[src/sifd_pkg.sv]
// constants, field layout and types for the vector instruction field decoder
// Notes on behaviour
// [RL1] non-branch vector instructions use major opcode 30
// [RL2] vector branches: ten rs values under opcode 17
// [RL3] imm8 format: 8-bit immediate, format bits 25..24
// [RL4] imm5 format: immediate, format 22..21, op 25..23
// [RL5] bit index format: format/index 22..16, op 25..23
// [RL6] imm10 format: immediate, format 22..21, op 25..23
// [RL7] three-reg format: op 25..23, format 22..21
// [RL8] element format: format/index 21..16, op 25..22
// [RL9] three-reg float: op 25..22, selector bit 21
// [RL10] implicit-type format: op 25..21, format implied
// [RL11] memory imm10: format 1..0, op bit25+minor 5..2
// [RL12] two-reg format: op 25..18, format 17..16
// [RL13] two-reg float: op 25..17, selector bit 16
// [RL14] branch: 16-bit immediate, op 25..23, format 22..21
// [RL15] format is two-bit code, one-bit variant exists
// [RL16] element instructions pack format and index together
// [RL17] bad index or format raises reserved exception
// [RL18] byte index above 15 raises reserved exception
// [RL19] selected element broadcast to every destination lane
// [RL20] load/store offset counted in element-size units
// [RL21] widening ops: sources half width, same signedness
// [RL22] reserved minor opcode raises disabled or reserved
// [RL23] vector register assumed 128 bits wide
// [RL24] source 15..11, destination 10..6, minor 5..0
// [RL25] class, fields and exception produced together
package sifd_pkg;
    localparam int INSTR_W = 32;          // instruction word width
    localparam int VREG_BITS = 128;       // vector register width
    localparam int OPC_LSB = 26;          // major opcode position
    localparam int OPC_W = 6;
    localparam logic [5:0] OPC_VECTOR = 6'h1E; // vector major opcode (30)
    localparam logic [5:0] OPC_COPROCESSOR_ONE_OPCODE = 6'h11;   // coprocessor_one_opcode (17)
    localparam int MINOR_LSB = 0;         // minor opcode field
    localparam int MINOR_W = 6;
    localparam int REG_W = 5;             // vector register number width
    localparam int WD_LSB = 6;
    localparam int WS_LSB = 11;
    localparam int WT_LSB = 16;
    localparam int RS_LSB = 21;           // rs field of branches
    localparam int OP_W3_LSB = 23;        // operation fields by width
    localparam int OP_W4_LSB = 22;
    localparam int OP_W5_LSB = 21;
    localparam int OP_W8_LSB = 18;
    localparam int OP_W9_LSB = 17;
    localparam int OP_MI_BIT = 25;        // memory op high bit
    localparam int OP_MI_LSB = 2;         // memory op minor part
    localparam int OP_MI_W = 4;
    localparam int DF_MID_LSB = 21;       // two-bit format positions
    localparam int DF_I8_LSB = 24;
    localparam int DF_2R_LSB = 16;
    localparam int DF_MI_LSB = 0;
    localparam int DF1_3RF_BIT = 21;      // one-bit format selectors
    localparam int DF1_2RF_BIT = 16;
    localparam int IMM_LSB = 16;          // imm8/imm5/offset start
    localparam int I10_LSB = 11;
    localparam int DFN_LSB = 16;          // packed format/index fields
    localparam int DFN_W = 6;
    localparam int DFM_W = 7;
    localparam int OFS_W = 10;            // signed_offset_field width
    localparam int BYTE_OFS_W = 13;       // offset scaled to bytes
    // element format codes
    localparam logic [1:0] DF_BYTE = 2'h0;
    localparam logic [1:0] DF_HALF = 2'h1;
    localparam logic [1:0] DF_WORD = 2'h2;
    localparam logic [1:0] DF_DOUBLE = 2'h3;
    localparam logic [3:0] BYTE_BITS = 4'h8; // narrowest element
    // minor opcode allocation, 40 values in all
    localparam logic [5:0] MN_I8_LO = 6'h00, MN_I8_HI = 6'h02;
    localparam logic [5:0] MN_I5_LO = 6'h03, MN_I5_HI = 6'h07;
    localparam logic [5:0] MN_I10 = 6'h08;
    localparam logic [5:0] MN_BIT_LO = 6'h09, MN_BIT_HI = 6'h0A;
    localparam logic [5:0] MN_3R_LO = 6'h0B, MN_3R_HI = 6'h15;
    localparam logic [5:0] MN_ELM = 6'h19;
    localparam logic [5:0] MN_3RF_LO = 6'h1A, MN_3RF_HI = 6'h1D;
    localparam logic [5:0] MN_VEC = 6'h1E;
    localparam logic [5:0] MN_MI_LO = 6'h20, MN_MI_HI = 6'h2B;
    // implicit-type group sub-decode on bits 25..21
    localparam logic [4:0] VEC_OP_MAX = 5'h07;
    localparam logic [4:0] VEC_OP_2R = 5'h18;
    localparam logic [4:0] VEC_OP_2RF = 5'h19;
    // branch rs values: two implicit, eight with explicit format
    localparam logic [4:0] BR_RS_IMPL_A = 5'h0B;
    localparam logic [4:0] BR_RS_IMPL_B = 5'h0F;
    localparam logic [1:0] BR_RS_DF_TAG = 2'h3; // rs[4:3] marks df branches
    // format classes
    typedef enum logic [3:0] {
        fmt_none,
        imm8_format,
        imm5_format,
        bit_index_format,
        imm10_format,
        three_reg_format,
        element_index_format,
        three_reg_float_format,
        implicit_type_format,
        mem_imm10_format,
        two_reg_format,
        two_reg_float_format,
        branch_format
    } sifd_format_t;
endpackage

[src/sifd_decoder.sv]
// registered field decoder for vector-extension instruction words
`timescale 1ns/100ps
`default_nettype none
module sifd_decoder (
    input wire logic sys_clk,
    input wire logic nrst,
    input wire logic instr_valid,
    input wire logic [31:0] instr_word,
    input wire logic unit_enable,
    output logic dec_valid_q,
    output logic is_vector_q,
    output logic is_branch_q,
    output sifd_pkg::sifd_format_t format_q,
    output logic [5:0] minor_q,
    output logic [8:0] operation_q,
    output logic [1:0] element_format_q,
    output logic format_explicit_q,
    output logic one_bit_format_q,
    output logic format_sel_q,
    output logic [15:0] imm_q,
    output logic [12:0] byte_offset_q,
    output logic [4:0] elem_index_q,
    output logic [5:0] bit_index_q,
    output logic broadcast_q,
    output logic [4:0] elem_count_q,
    output logic [1:0] half_format_q,
    output logic half_format_valid_q,
    output logic [4:0] dest_vector_reg_q,
    output logic [4:0] source_vector_reg_q,
    output logic [4:0] target_vector_reg_q,
    output logic reserved_exc_q,
    output logic disabled_exc_q
);

    // element width in bits for a two-bit format code
    function automatic logic [7:0] elem_bits(input logic [1:0] df);
        elem_bits = 8'(sifd_pkg::BYTE_BITS) << df;
    endfunction

    // lanes in one vector register for a format code
    function automatic logic [4:0] elem_count(input logic [1:0] df);
        elem_count = 5'(sifd_pkg::VREG_BITS / int'(elem_bits(df))); // [RL23]
    endfunction

    // minor opcode to format class; fmt_none means reserved
    function automatic sifd_pkg::sifd_format_t minor_class(input logic [5:0] mn);
        if (mn >= sifd_pkg::MN_I8_LO && mn <= sifd_pkg::MN_I8_HI)
            minor_class = sifd_pkg::imm8_format;
        else if (mn >= sifd_pkg::MN_I5_LO && mn <= sifd_pkg::MN_I5_HI)
            minor_class = sifd_pkg::imm5_format;
        else if (mn == sifd_pkg::MN_I10)
            minor_class = sifd_pkg::imm10_format;
        else if (mn >= sifd_pkg::MN_BIT_LO && mn <= sifd_pkg::MN_BIT_HI)
            minor_class = sifd_pkg::bit_index_format;
        else if (mn >= sifd_pkg::MN_3R_LO && mn <= sifd_pkg::MN_3R_HI)
            minor_class = sifd_pkg::three_reg_format;
        else if (mn == sifd_pkg::MN_ELM)
            minor_class = sifd_pkg::element_index_format;
        else if (mn >= sifd_pkg::MN_3RF_LO && mn <= sifd_pkg::MN_3RF_HI)
            minor_class = sifd_pkg::three_reg_float_format;
        else if (mn == sifd_pkg::MN_VEC)
            minor_class = sifd_pkg::implicit_type_format;
        else if (mn >= sifd_pkg::MN_MI_LO && mn <= sifd_pkg::MN_MI_HI)
            minor_class = sifd_pkg::mem_imm10_format;
        else
            minor_class = sifd_pkg::fmt_none; // [RL22]
    endfunction

    // combinational decode results
    logic [5:0] opc;                  // major opcode
    logic [5:0] minor;                // minor opcode
    logic [4:0] rs;                   // branch rs field
    logic [5:0] dfn;                  // format_and_element_index
    logic [6:0] dfm;                  // format_and_bit_index
    logic [9:0] s10;                  // signed_offset_field
    logic vec_hit;                    // major opcode 30
    logic br_hit;                     // one of the ten branch rs values
    logic br_df;                      // branch with explicit format
    sifd_pkg::sifd_format_t fmt_d;
    logic [8:0] op_d;
    logic [1:0] df_d;
    logic df_explicit_d;
    logic one_bit_d;
    logic sel_d;
    logic [15:0] imm_d;
    logic [12:0] byte_ofs_d;
    logic [4:0] eidx_d;
    logic [5:0] bidx_d;
    logic bcast_d;
    logic bad_field_d;                // invalid packed format/index
    logic widen_src_d;                // format allows a half-width source

    assign opc = instr_word[sifd_pkg::OPC_LSB +: sifd_pkg::OPC_W];
    assign minor = instr_word[sifd_pkg::MINOR_LSB +: sifd_pkg::MINOR_W]; // [RL24]
    assign rs = instr_word[sifd_pkg::RS_LSB +: sifd_pkg::REG_W];
    assign dfn = instr_word[sifd_pkg::DFN_LSB +: sifd_pkg::DFN_W];
    assign dfm = instr_word[sifd_pkg::DFN_LSB +: sifd_pkg::DFM_W];
    assign s10 = instr_word[sifd_pkg::IMM_LSB +: sifd_pkg::OFS_W];
    assign vec_hit = (opc == sifd_pkg::OPC_VECTOR); // [RL1]
    // branches live under the coprocessor opcode, never under opcode 30
    assign br_df = (rs[4:3] == sifd_pkg::BR_RS_DF_TAG);
    assign br_hit = (opc == sifd_pkg::OPC_COPROCESSOR_ONE_OPCODE) &&
                    (rs == sifd_pkg::BR_RS_IMPL_A || rs == sifd_pkg::BR_RS_IMPL_B ||
                     br_df); // [RL2]

    // format class and per-format field extraction
    always_comb
    begin
        fmt_d = sifd_pkg::fmt_none;
        op_d = '0;
        df_d = sifd_pkg::DF_BYTE;
        df_explicit_d = 1'b0;
        one_bit_d = 1'b0;
        sel_d = 1'b0;
        imm_d = '0;
        byte_ofs_d = '0;
        eidx_d = '0;
        bidx_d = '0;
        bcast_d = 1'b0;
        bad_field_d = 1'b0;
        widen_src_d = 1'b0;
        if (br_hit)
        begin
            fmt_d = sifd_pkg::branch_format;
            op_d = 9'(instr_word[sifd_pkg::OP_W3_LSB +: 3]); // [RL14]
            imm_d = instr_word[15:0]; // [RL14]
            df_explicit_d = br_df;
            df_d = br_df ? instr_word[sifd_pkg::DF_MID_LSB +: 2] : sifd_pkg::DF_BYTE;
        end
        else if (vec_hit)
        begin
            fmt_d = minor_class(minor);
            case (fmt_d)
                sifd_pkg::imm8_format:
                begin
                    // format always comes from bits 25..24, never implied by the op
                    imm_d = 16'(instr_word[sifd_pkg::IMM_LSB +: 8]); // [RL3]
                    df_d = instr_word[sifd_pkg::DF_I8_LSB +: 2]; // [RL3]
                    df_explicit_d = 1'b1;
                end
                sifd_pkg::imm5_format:
                begin
                    imm_d = 16'(instr_word[sifd_pkg::IMM_LSB +: 5]); // [RL4]
                    df_d = instr_word[sifd_pkg::DF_MID_LSB +: 2]; // [RL4]
                    op_d = 9'(instr_word[sifd_pkg::OP_W3_LSB +: 3]); // [RL4]
                    df_explicit_d = 1'b1;
                end
                sifd_pkg::imm10_format:
                begin
                    imm_d = 16'(instr_word[sifd_pkg::I10_LSB +: 10]); // [RL6]
                    df_d = instr_word[sifd_pkg::DF_MID_LSB +: 2]; // [RL6]
                    op_d = 9'(instr_word[sifd_pkg::OP_W3_LSB +: 3]); // [RL6]
                    df_explicit_d = 1'b1;
                end
                sifd_pkg::bit_index_format:
                begin
                    // prefix 0 double, 10 word, 110 half, 1110 byte
                    op_d = 9'(instr_word[sifd_pkg::OP_W3_LSB +: 3]); // [RL5]
                    df_explicit_d = 1'b1;
                    if (!dfm[6])
                    begin
                        df_d = sifd_pkg::DF_DOUBLE;
                        bidx_d = dfm[5:0];
                    end
                    else if (!dfm[5])
                    begin
                        df_d = sifd_pkg::DF_WORD;
                        bidx_d = 6'(dfm[4:0]);
                    end
                    else if (!dfm[4])
                    begin
                        df_d = sifd_pkg::DF_HALF;
                        bidx_d = 6'(dfm[3:0]);
                    end
                    else if (!dfm[3])
                    begin
                        df_d = sifd_pkg::DF_BYTE;
                        bidx_d = 6'(dfm[2:0]);
                    end
                    else
                        bad_field_d = 1'b1; // [RL17]
                end
                sifd_pkg::three_reg_format:
                begin
                    op_d = 9'(instr_word[sifd_pkg::OP_W3_LSB +: 3]); // [RL7]
                    df_d = instr_word[sifd_pkg::DF_MID_LSB +: 2]; // [RL7]
                    df_explicit_d = 1'b1;
                    widen_src_d = 1'b1; // [RL21]
                end
                sifd_pkg::element_index_format:
                begin
                    // prefix 0 byte, 10 half, 110 word, 1110 double
                    op_d = 9'(instr_word[sifd_pkg::OP_W4_LSB +: 4]); // [RL8]
                    df_explicit_d = 1'b1;
                    bcast_d = 1'b1; // [RL19]
                    if (!dfn[5])
                    begin
                        df_d = sifd_pkg::DF_BYTE;
                        eidx_d = dfn[4:0]; // [RL16]
                    end
                    else if (!dfn[4])
                    begin
                        df_d = sifd_pkg::DF_HALF;
                        eidx_d = 5'(dfn[3:0]);
                    end
                    else if (!dfn[3])
                    begin
                        df_d = sifd_pkg::DF_WORD;
                        eidx_d = 5'(dfn[2:0]);
                    end
                    else if (!dfn[2])
                    begin
                        df_d = sifd_pkg::DF_DOUBLE;
                        eidx_d = 5'(dfn[1:0]);
                    end
                    else
                    begin
                        // vector and spare codes name no lane
                        df_explicit_d = 1'b0;
                        bcast_d = 1'b0;
                        bad_field_d = (dfn[1:0] != 2'h2); // [RL17]
                    end
                    // index must lie within the lane count of the format
                    if (df_explicit_d && eidx_d >= elem_count(df_d))
                        bad_field_d = 1'b1; // [RL18]
                end
                sifd_pkg::three_reg_float_format:
                begin
                    op_d = 9'(instr_word[sifd_pkg::OP_W4_LSB +: 4]); // [RL9]
                    one_bit_d = 1'b1; // [RL15]
                    sel_d = instr_word[sifd_pkg::DF1_3RF_BIT]; // [RL9]
                end
                sifd_pkg::implicit_type_format:
                begin
                    op_d = 9'(instr_word[sifd_pkg::OP_W5_LSB +: 5]); // [RL10]
                    if (op_d[4:0] == sifd_pkg::VEC_OP_2R)
                    begin
                        fmt_d = sifd_pkg::two_reg_format;
                        op_d = 9'(instr_word[sifd_pkg::OP_W8_LSB +: 8]); // [RL12]
                        df_d = instr_word[sifd_pkg::DF_2R_LSB +: 2]; // [RL12]
                        df_explicit_d = 1'b1;
                    end
                    else if (op_d[4:0] == sifd_pkg::VEC_OP_2RF)
                    begin
                        fmt_d = sifd_pkg::two_reg_float_format;
                        op_d = instr_word[sifd_pkg::OP_W9_LSB +: 9]; // [RL13]
                        one_bit_d = 1'b1;
                        sel_d = instr_word[sifd_pkg::DF1_2RF_BIT]; // [RL13]
                    end
                    else if (op_d[4:0] > sifd_pkg::VEC_OP_MAX)
                        fmt_d = sifd_pkg::fmt_none; // [RL22]
                end
                sifd_pkg::mem_imm10_format:
                begin
                    // op joins bit 25 with minor bits 5..2
                    op_d = 9'({instr_word[sifd_pkg::OP_MI_BIT],
                               minor[sifd_pkg::OP_MI_LSB +: sifd_pkg::OP_MI_W]}); // [RL11]
                    df_d = instr_word[sifd_pkg::DF_MI_LSB +: 2]; // [RL11]
                    df_explicit_d = 1'b1;
                    imm_d = 16'(s10);
                    // offset counts elements; scale to bytes with sign kept
                    byte_ofs_d = 13'(signed'(s10)) << df_d; // [RL20]
                end
                default: fmt_d = sifd_pkg::fmt_none; // reserved minor: nothing to extract
            endcase
        end
    end

    // handshake: results appear one edge after the word is offered
    always_ff @(posedge sys_clk or negedge nrst)
    begin
        if (!nrst)
            dec_valid_q <= 1'b0;
        else
            dec_valid_q <= instr_valid; // [RL25]
    end

    // class and opcode recognition, all captured on the same edge
    always_ff @(posedge sys_clk or negedge nrst)
    begin
        if (!nrst)
        begin
            is_vector_q <= 1'b0;
            is_branch_q <= 1'b0;
            format_q <= sifd_pkg::fmt_none;
            minor_q <= '0;
            dest_vector_reg_q <= '0;
            source_vector_reg_q <= '0;
            target_vector_reg_q <= '0;
        end
        else if (instr_valid)
        begin
            is_vector_q <= vec_hit; // [RL1]
            is_branch_q <= br_hit; // [RL2]
            format_q <= fmt_d; // [RL25]
            minor_q <= minor;
            // register numbers keep their fixed positions in every format
            dest_vector_reg_q <= instr_word[sifd_pkg::WD_LSB +: sifd_pkg::REG_W]; // [RL24]
            source_vector_reg_q <= instr_word[sifd_pkg::WS_LSB +: sifd_pkg::REG_W]; // [RL24]
            target_vector_reg_q <= instr_word[sifd_pkg::WT_LSB +: sifd_pkg::REG_W];
        end
    end

    // operation, format and immediates
    always_ff @(posedge sys_clk or negedge nrst)
    begin
        if (!nrst)
        begin
            operation_q <= '0;
            element_format_q <= sifd_pkg::DF_BYTE;
            format_explicit_q <= 1'b0;
            one_bit_format_q <= 1'b0;
            format_sel_q <= 1'b0;
            imm_q <= '0;
            byte_offset_q <= '0;
        end
        else if (instr_valid)
        begin
            operation_q <= op_d;
            element_format_q <= df_d; // [RL15]
            format_explicit_q <= df_explicit_d;
            one_bit_format_q <= one_bit_d; // [RL15]
            format_sel_q <= sel_d;
            imm_q <= imm_d;
            byte_offset_q <= byte_ofs_d; // [RL20]
        end
    end

    // lane selection, counts and widening source format
    always_ff @(posedge sys_clk or negedge nrst)
    begin
        if (!nrst)
        begin
            elem_index_q <= '0;
            bit_index_q <= '0;
            broadcast_q <= 1'b0;
            elem_count_q <= '0;
            half_format_q <= sifd_pkg::DF_BYTE;
            half_format_valid_q <= 1'b0;
        end
        else if (instr_valid)
        begin
            elem_index_q <= eidx_d; // [RL16]
            bit_index_q <= bidx_d; // [RL5]
            // one chosen lane feeds every destination lane
            broadcast_q <= bcast_d && !bad_field_d; // [RL19]
            elem_count_q <= df_explicit_d ? elem_count(df_d) : 5'h00; // [RL23]
            // destination names the wide format; sources are half width
            half_format_q <= df_d - 2'h1; // [RL21]
            half_format_valid_q <= widen_src_d && (df_d != sifd_pkg::DF_BYTE); // [RL21]
        end
    end

    // exceptions: a disabled unit wins so software can enable lazily
    always_ff @(posedge sys_clk or negedge nrst)
    begin
        if (!nrst)
        begin
            reserved_exc_q <= 1'b0;
            disabled_exc_q <= 1'b0;
        end
        else
        begin
            // exceptions stand only for the word that caused them
            disabled_exc_q <= instr_valid && (vec_hit || br_hit) && !unit_enable; // [RL22]
            reserved_exc_q <= instr_valid && unit_enable && vec_hit &&
                              (fmt_d == sifd_pkg::fmt_none || bad_field_d); // [RL17]
        end
    end

endmodule
`default_nettype wire

[config.mk]
export PLATFORM = sky130hd
export DESIGN_NAME = sifd_decoder
export DESIGN_NICKNAME = d
export VERILOG_FILES = /design/src/sifd_pkg.sv /design/src/sifd_decoder.sv
export SDC_FILE = /design/constraint.sdc
export NUM_CORES = 1
export LEC_CHECK = 0
export BUFFER_PORTS_ARGS = -buffer_cell sky130_fd_sc_hd__buf_2
export CORE_MARGIN = 3
export CORE_UTILIZATION = 40
export CTS_BUF_LIST = sky130_fd_sc_hd__clkbuf_2
export DETAILED_ROUTE_END_ITERATION = 12
export GPL_TIMING_DRIVEN = 0
export PLACE_DENSITY = 0.7
export SLEW_MARGIN = 0
export SYNTH_ARGS = -nofsm -noshare
export SYNTH_HDL_FRONTEND = slang
export SYNTH_SLANG_ARGS = --single-unit
[constraint.sdc]
create_clock -name sys_clk -period 0.85 [get_ports sys_clk]
set_clock_uncertainty 0.15 [all_clocks]
set_input_delay 0.0425 -clock sys_clk [delete_from_list [all_inputs] [get_ports sys_clk]]
set_output_delay 0.0425 -clock sys_clk [all_outputs]
set_load 0.02 [all_outputs]
==> flow_metrics.py <==
metrics = {
    "setup_path": {
        "cp_max_fo": 6,
        "start_kind": "primary input",
        "crit_path_cell_trace": "buf_12 > buf_12 > buf_12 > a21oi_1 > o22a_2 > nor3_2 > nor2_1 > a22oi_2 > buf_4 > ha_4 > inv_2 > ha_2 > or2_4 > a2111oi_4 > o22ai_1 > o21ai_2 > o221ai_1 > a22o_1",
        "cpMaxStageDelayCell": "o22a_2",
        "reg2reg_from": "imm_q[1]",
        "cp.required_ns": 1.24,
        "cpMostUsedCell": "buf_12",
        "crit_start": "instr_word[1]",
        "cp.arrival_ns": 3.03,
        "critPathCaptureType": "flop",
        "path_class": "in2reg",
        "slowest_delay_ns": 0.29,
    },
    "grt": {
        "use_met1": 0.367,
        "grt_pass1_vias": 6137,
        "antenna_found_initial": 0,
        "met3_usage": 0.0462,
        "grtUsageTotal": 0.290,
        "grt-busiest-layer": "met2",
        "grt_pass1_wl_um": 33700,
        "grt_start_max_net_pins": 74,
        "grt.overflow.total": 0,
        "met2_usage": 0.499,
    },
    "synth": {
        "synth_adder_area_share": 0.0566,
        "synth.area.mux_share": 0.0575,
        "synth_area_leaders": "dfrtp_1 (42%), ha_1 (5.7%), mux2_2 (3.7%)",
        "ys.flop_type": "dfrtp_1",
        "yosysWarnings": 0,
        "synth_edf_count": 0,
        "synth_cells": 574,
        "netlist_area_um2": 5530,
        "yosys.area.top_type": "dfrtp_1",
        "synth_top_family_by_area": "compound AO/OA/AOI/OAI gates",
        "yosysUniqueCellTypes": 72,
        "syn_avg_cell_area_um2": 9.63,
        "synth_top_area_frac": 0.421,
        "yosysSeqAreaShare": 0.421,
        "synthArstFlopShare": 1.00,
        "synth-simple-area-share": 0.155,
        "synth_compound_area_frac": 0.240,
        "synthXorXnorAreaFrac": 0.00317,
        "ys_ff_latch": 93,
        "synthesis.nets": 635,
    },
    "run_status": {
        "violations": "hold timing, setup timing",
        "status": "finished with violations",
    },
    "power": {
        "p_comb_frac": 0.314,
        "cellPowerDensity_nw_per_um2": 1010,
        "power_leakage_uw": 0.00451,
        "clkPwrFrac": 0.212,
        "irDropWorstVdd_v": 0.000592,
        "p_int_uw": 6490,
        "swShare": 0.350,
        "power_uw": 9980,
        "p_seq_frac": 0.474,
        "p_sw_uw": 3490,
    },
    "sta": {
        "finalCritPeriodShare": 3.10,
        "min_period_ns": 2.64,
        "fmax_mhz": 379,
        "hold_viol_final": 143,
        "holdWs_ns": -0.605,
        "slew_viol_final": 0,
        "grt_setup_unrepaired": "true",
        "timing.final.ws_setup_ns": -1.79,
        "setup_viol": 184,
        "worst_slew_pin_slew_ns": 0.791,
        "finalSetupTns_ns": -92.54,
        "slew_headroom": 0.473,
    },
    "drt": {
        "drt_wl_total_um": 23500,
        "vias": 6113,
        "final_antenna_net_count": 0,
        "routedWlPerCell_um": 22.6,
        "first_pass_iters": 5,
        "first_iter_violations": 460,
        "vias_per_cell": 5.89,
        "remaining_drc_errors": 0,
    },
    "die": {
        "dieArea_um2": 15300,
        "die_width_um": 124,
        "initial_core_util": 0.413,
        "rows": 42,
        "ioPinCount": 129,
        "core_region_area_um2": 13400,
        "die_y_um": 124,
    },
    "layout": {
        "final_nets": 918,
        "layout_commonest_cell": "buf_6",
        "final_layout_size_suffix_gt1_frac": 0.577,
        "syn_to_final_growth_pct": 79.4,
        "mostFrequentLayoutCells": "buf_6 (164), dfrtp_1 (79), buf_4 (76)",
        "antennaDiodeCount": 0,
    },
    "clocking": {
        "path_clk_slew_ns": 0.26,
        "insertion_delay_ns": 0.60,
        "cts_tree": "built",
        "cts_buffer_depth": 2,
        "cts_root_buf": "clkbuf_2",
        "cts-buffers-inserted": 9,
        "clock_sinks": 93,
        "htree_num_levels": 3,
    },
    "place": {
        "dp_hpwl_um": 14200,
        "gp_congestion": 0.969,
        "pre_cts_ws_ns": -2.82,
        "port_buffers": 122,
    },
    "job": {
        "cap_viol_max_count": 0,
    },
    "worst_hold_path": {
        "hp-class": "in2async",
    },
}
## what timing repair did
| action | in CTS | in global routing |
|---|---|---|
| pin swaps | 51 | 46 |
| hold buffers | 17 | 6 |
| endpoints found under the hold margin | 183 | 179 |
| resized for setup | 312 | 115 |
| gates cloned | 0 | 2 |
| setup endpoints to repair | 167 | 277 |
| setup buffers | 97 | 47 |
## worst paths after layout
path / end / slack [ns] / depth (start not counted)
setup / recovery: elem_count_q[0] / -1.79 / 18
hold / removal: byte_offset_q[2] / -0.60 / 5
setup reg to reg: imm_q[1] / -0.27 / 4
hold reg to reg: half_format_q[1] / 0.40 / 2
max in group asynchronous: minor_q[4] / 0.54 / 6
min in group sys_clk: disabled_exc_q / -0.32 / 3
## cells in the mapped netlist, types with 4 or more instances
library cell,count
dfrtp_1,93
nor2_1,49
nand2_1,41
inv_1,36
o21ai_0,34
a21oi_1,29
ha_1,25
clkbuf_1,24
mux2_2,18
o2bb2ai_1,17
a22o_1,16
a221oi_1,15
nand2b_1,11
nand3_1,11
nor3_1,11
a32o_1,10
buf_2,10
a21o_1,7
buf_1,7
mux2i_1,7
nand4_1,7
a211oi_1,5
and2_1,5
nor2b_1,5
a2111oi_2,4
a22oi_1,4
buf_4,4
nand3b_1,4
## critical path, delay by kind of cell
family | cells | cell delay, ns
AOI/OAI and AO/OA | 8 | 1.59
buffers and inverters | 5 | 0.57
and+or+nand+nor | 3 | 0.50
adders and majority gates | 2 | 0.29
## kinds of logic (layout without fill, tap and decap cells)
family / Yosys count / count (layout)
multiplexers: 27 / 27
adder cells (fa/ha/maj): 25 / 25
AO/OA/AOI/OAI: 174 / 174
buffers and inverters: 85 / 373
flip-flops: 93 / 93
AND/OR/NAND/NOR: 168 / 168
XOR/XNOR: 2 / 2
## routing by layer
metal	vias up	wire length [µm]	part of all wire
met5	-	0	0
met4	0	1010	0.043
met3	70	1610	0.069
met2	315	11600	0.49
met1	3046	9270	0.39
li1	2682	-	-
## per-stage QoR
stage	util	instance area [µm²]	std cells
3_3_place_gp	0.525	7040	872
4_1_cts	0.684	9170	1002
5_1_grt	0.740	9920	1038
3_5_place_dp	0.528	7070	873
6_report	0.740	9920	1038
2_1_floorplan	-	6210	574
## final cells by class
class	count	area (µm²)
clock inverters	6	48.8
fillers	829	3480
clock buffers	10	50.0
repair buffers	275	2800
inverters	37	149
multi-input cells	396	3820
well taps	176	220
flip-flops and latches	93	2340
plain buffers	45	489
## flip-flops by register name, summed over array words and instances, names as in the netlist, 2 cells and up
signal	cells
minor_q	6
source_vector_reg_q	5
half_format_q	2
elem_index_q	5
dest_vector_reg_q	5
element_format_q	2
target_vector_reg_q	5
imm_q	16
bit_index_q	6
byte_offset_q	13
operation_q	9
format_q	4
elem_count_q	5
## power groups by stage
stage               logic [µW]  clock network, µW  registers, µW
floorplan                 1170                  0           4950
global placement          2080                  0           4750
detailed placement        2130                  0           4750
CTS                       2720               2090           4720
global route              3290               2300           4750
finish                    3130               2110           4730
No activity file was read; power rests on OpenSTA's default activity.
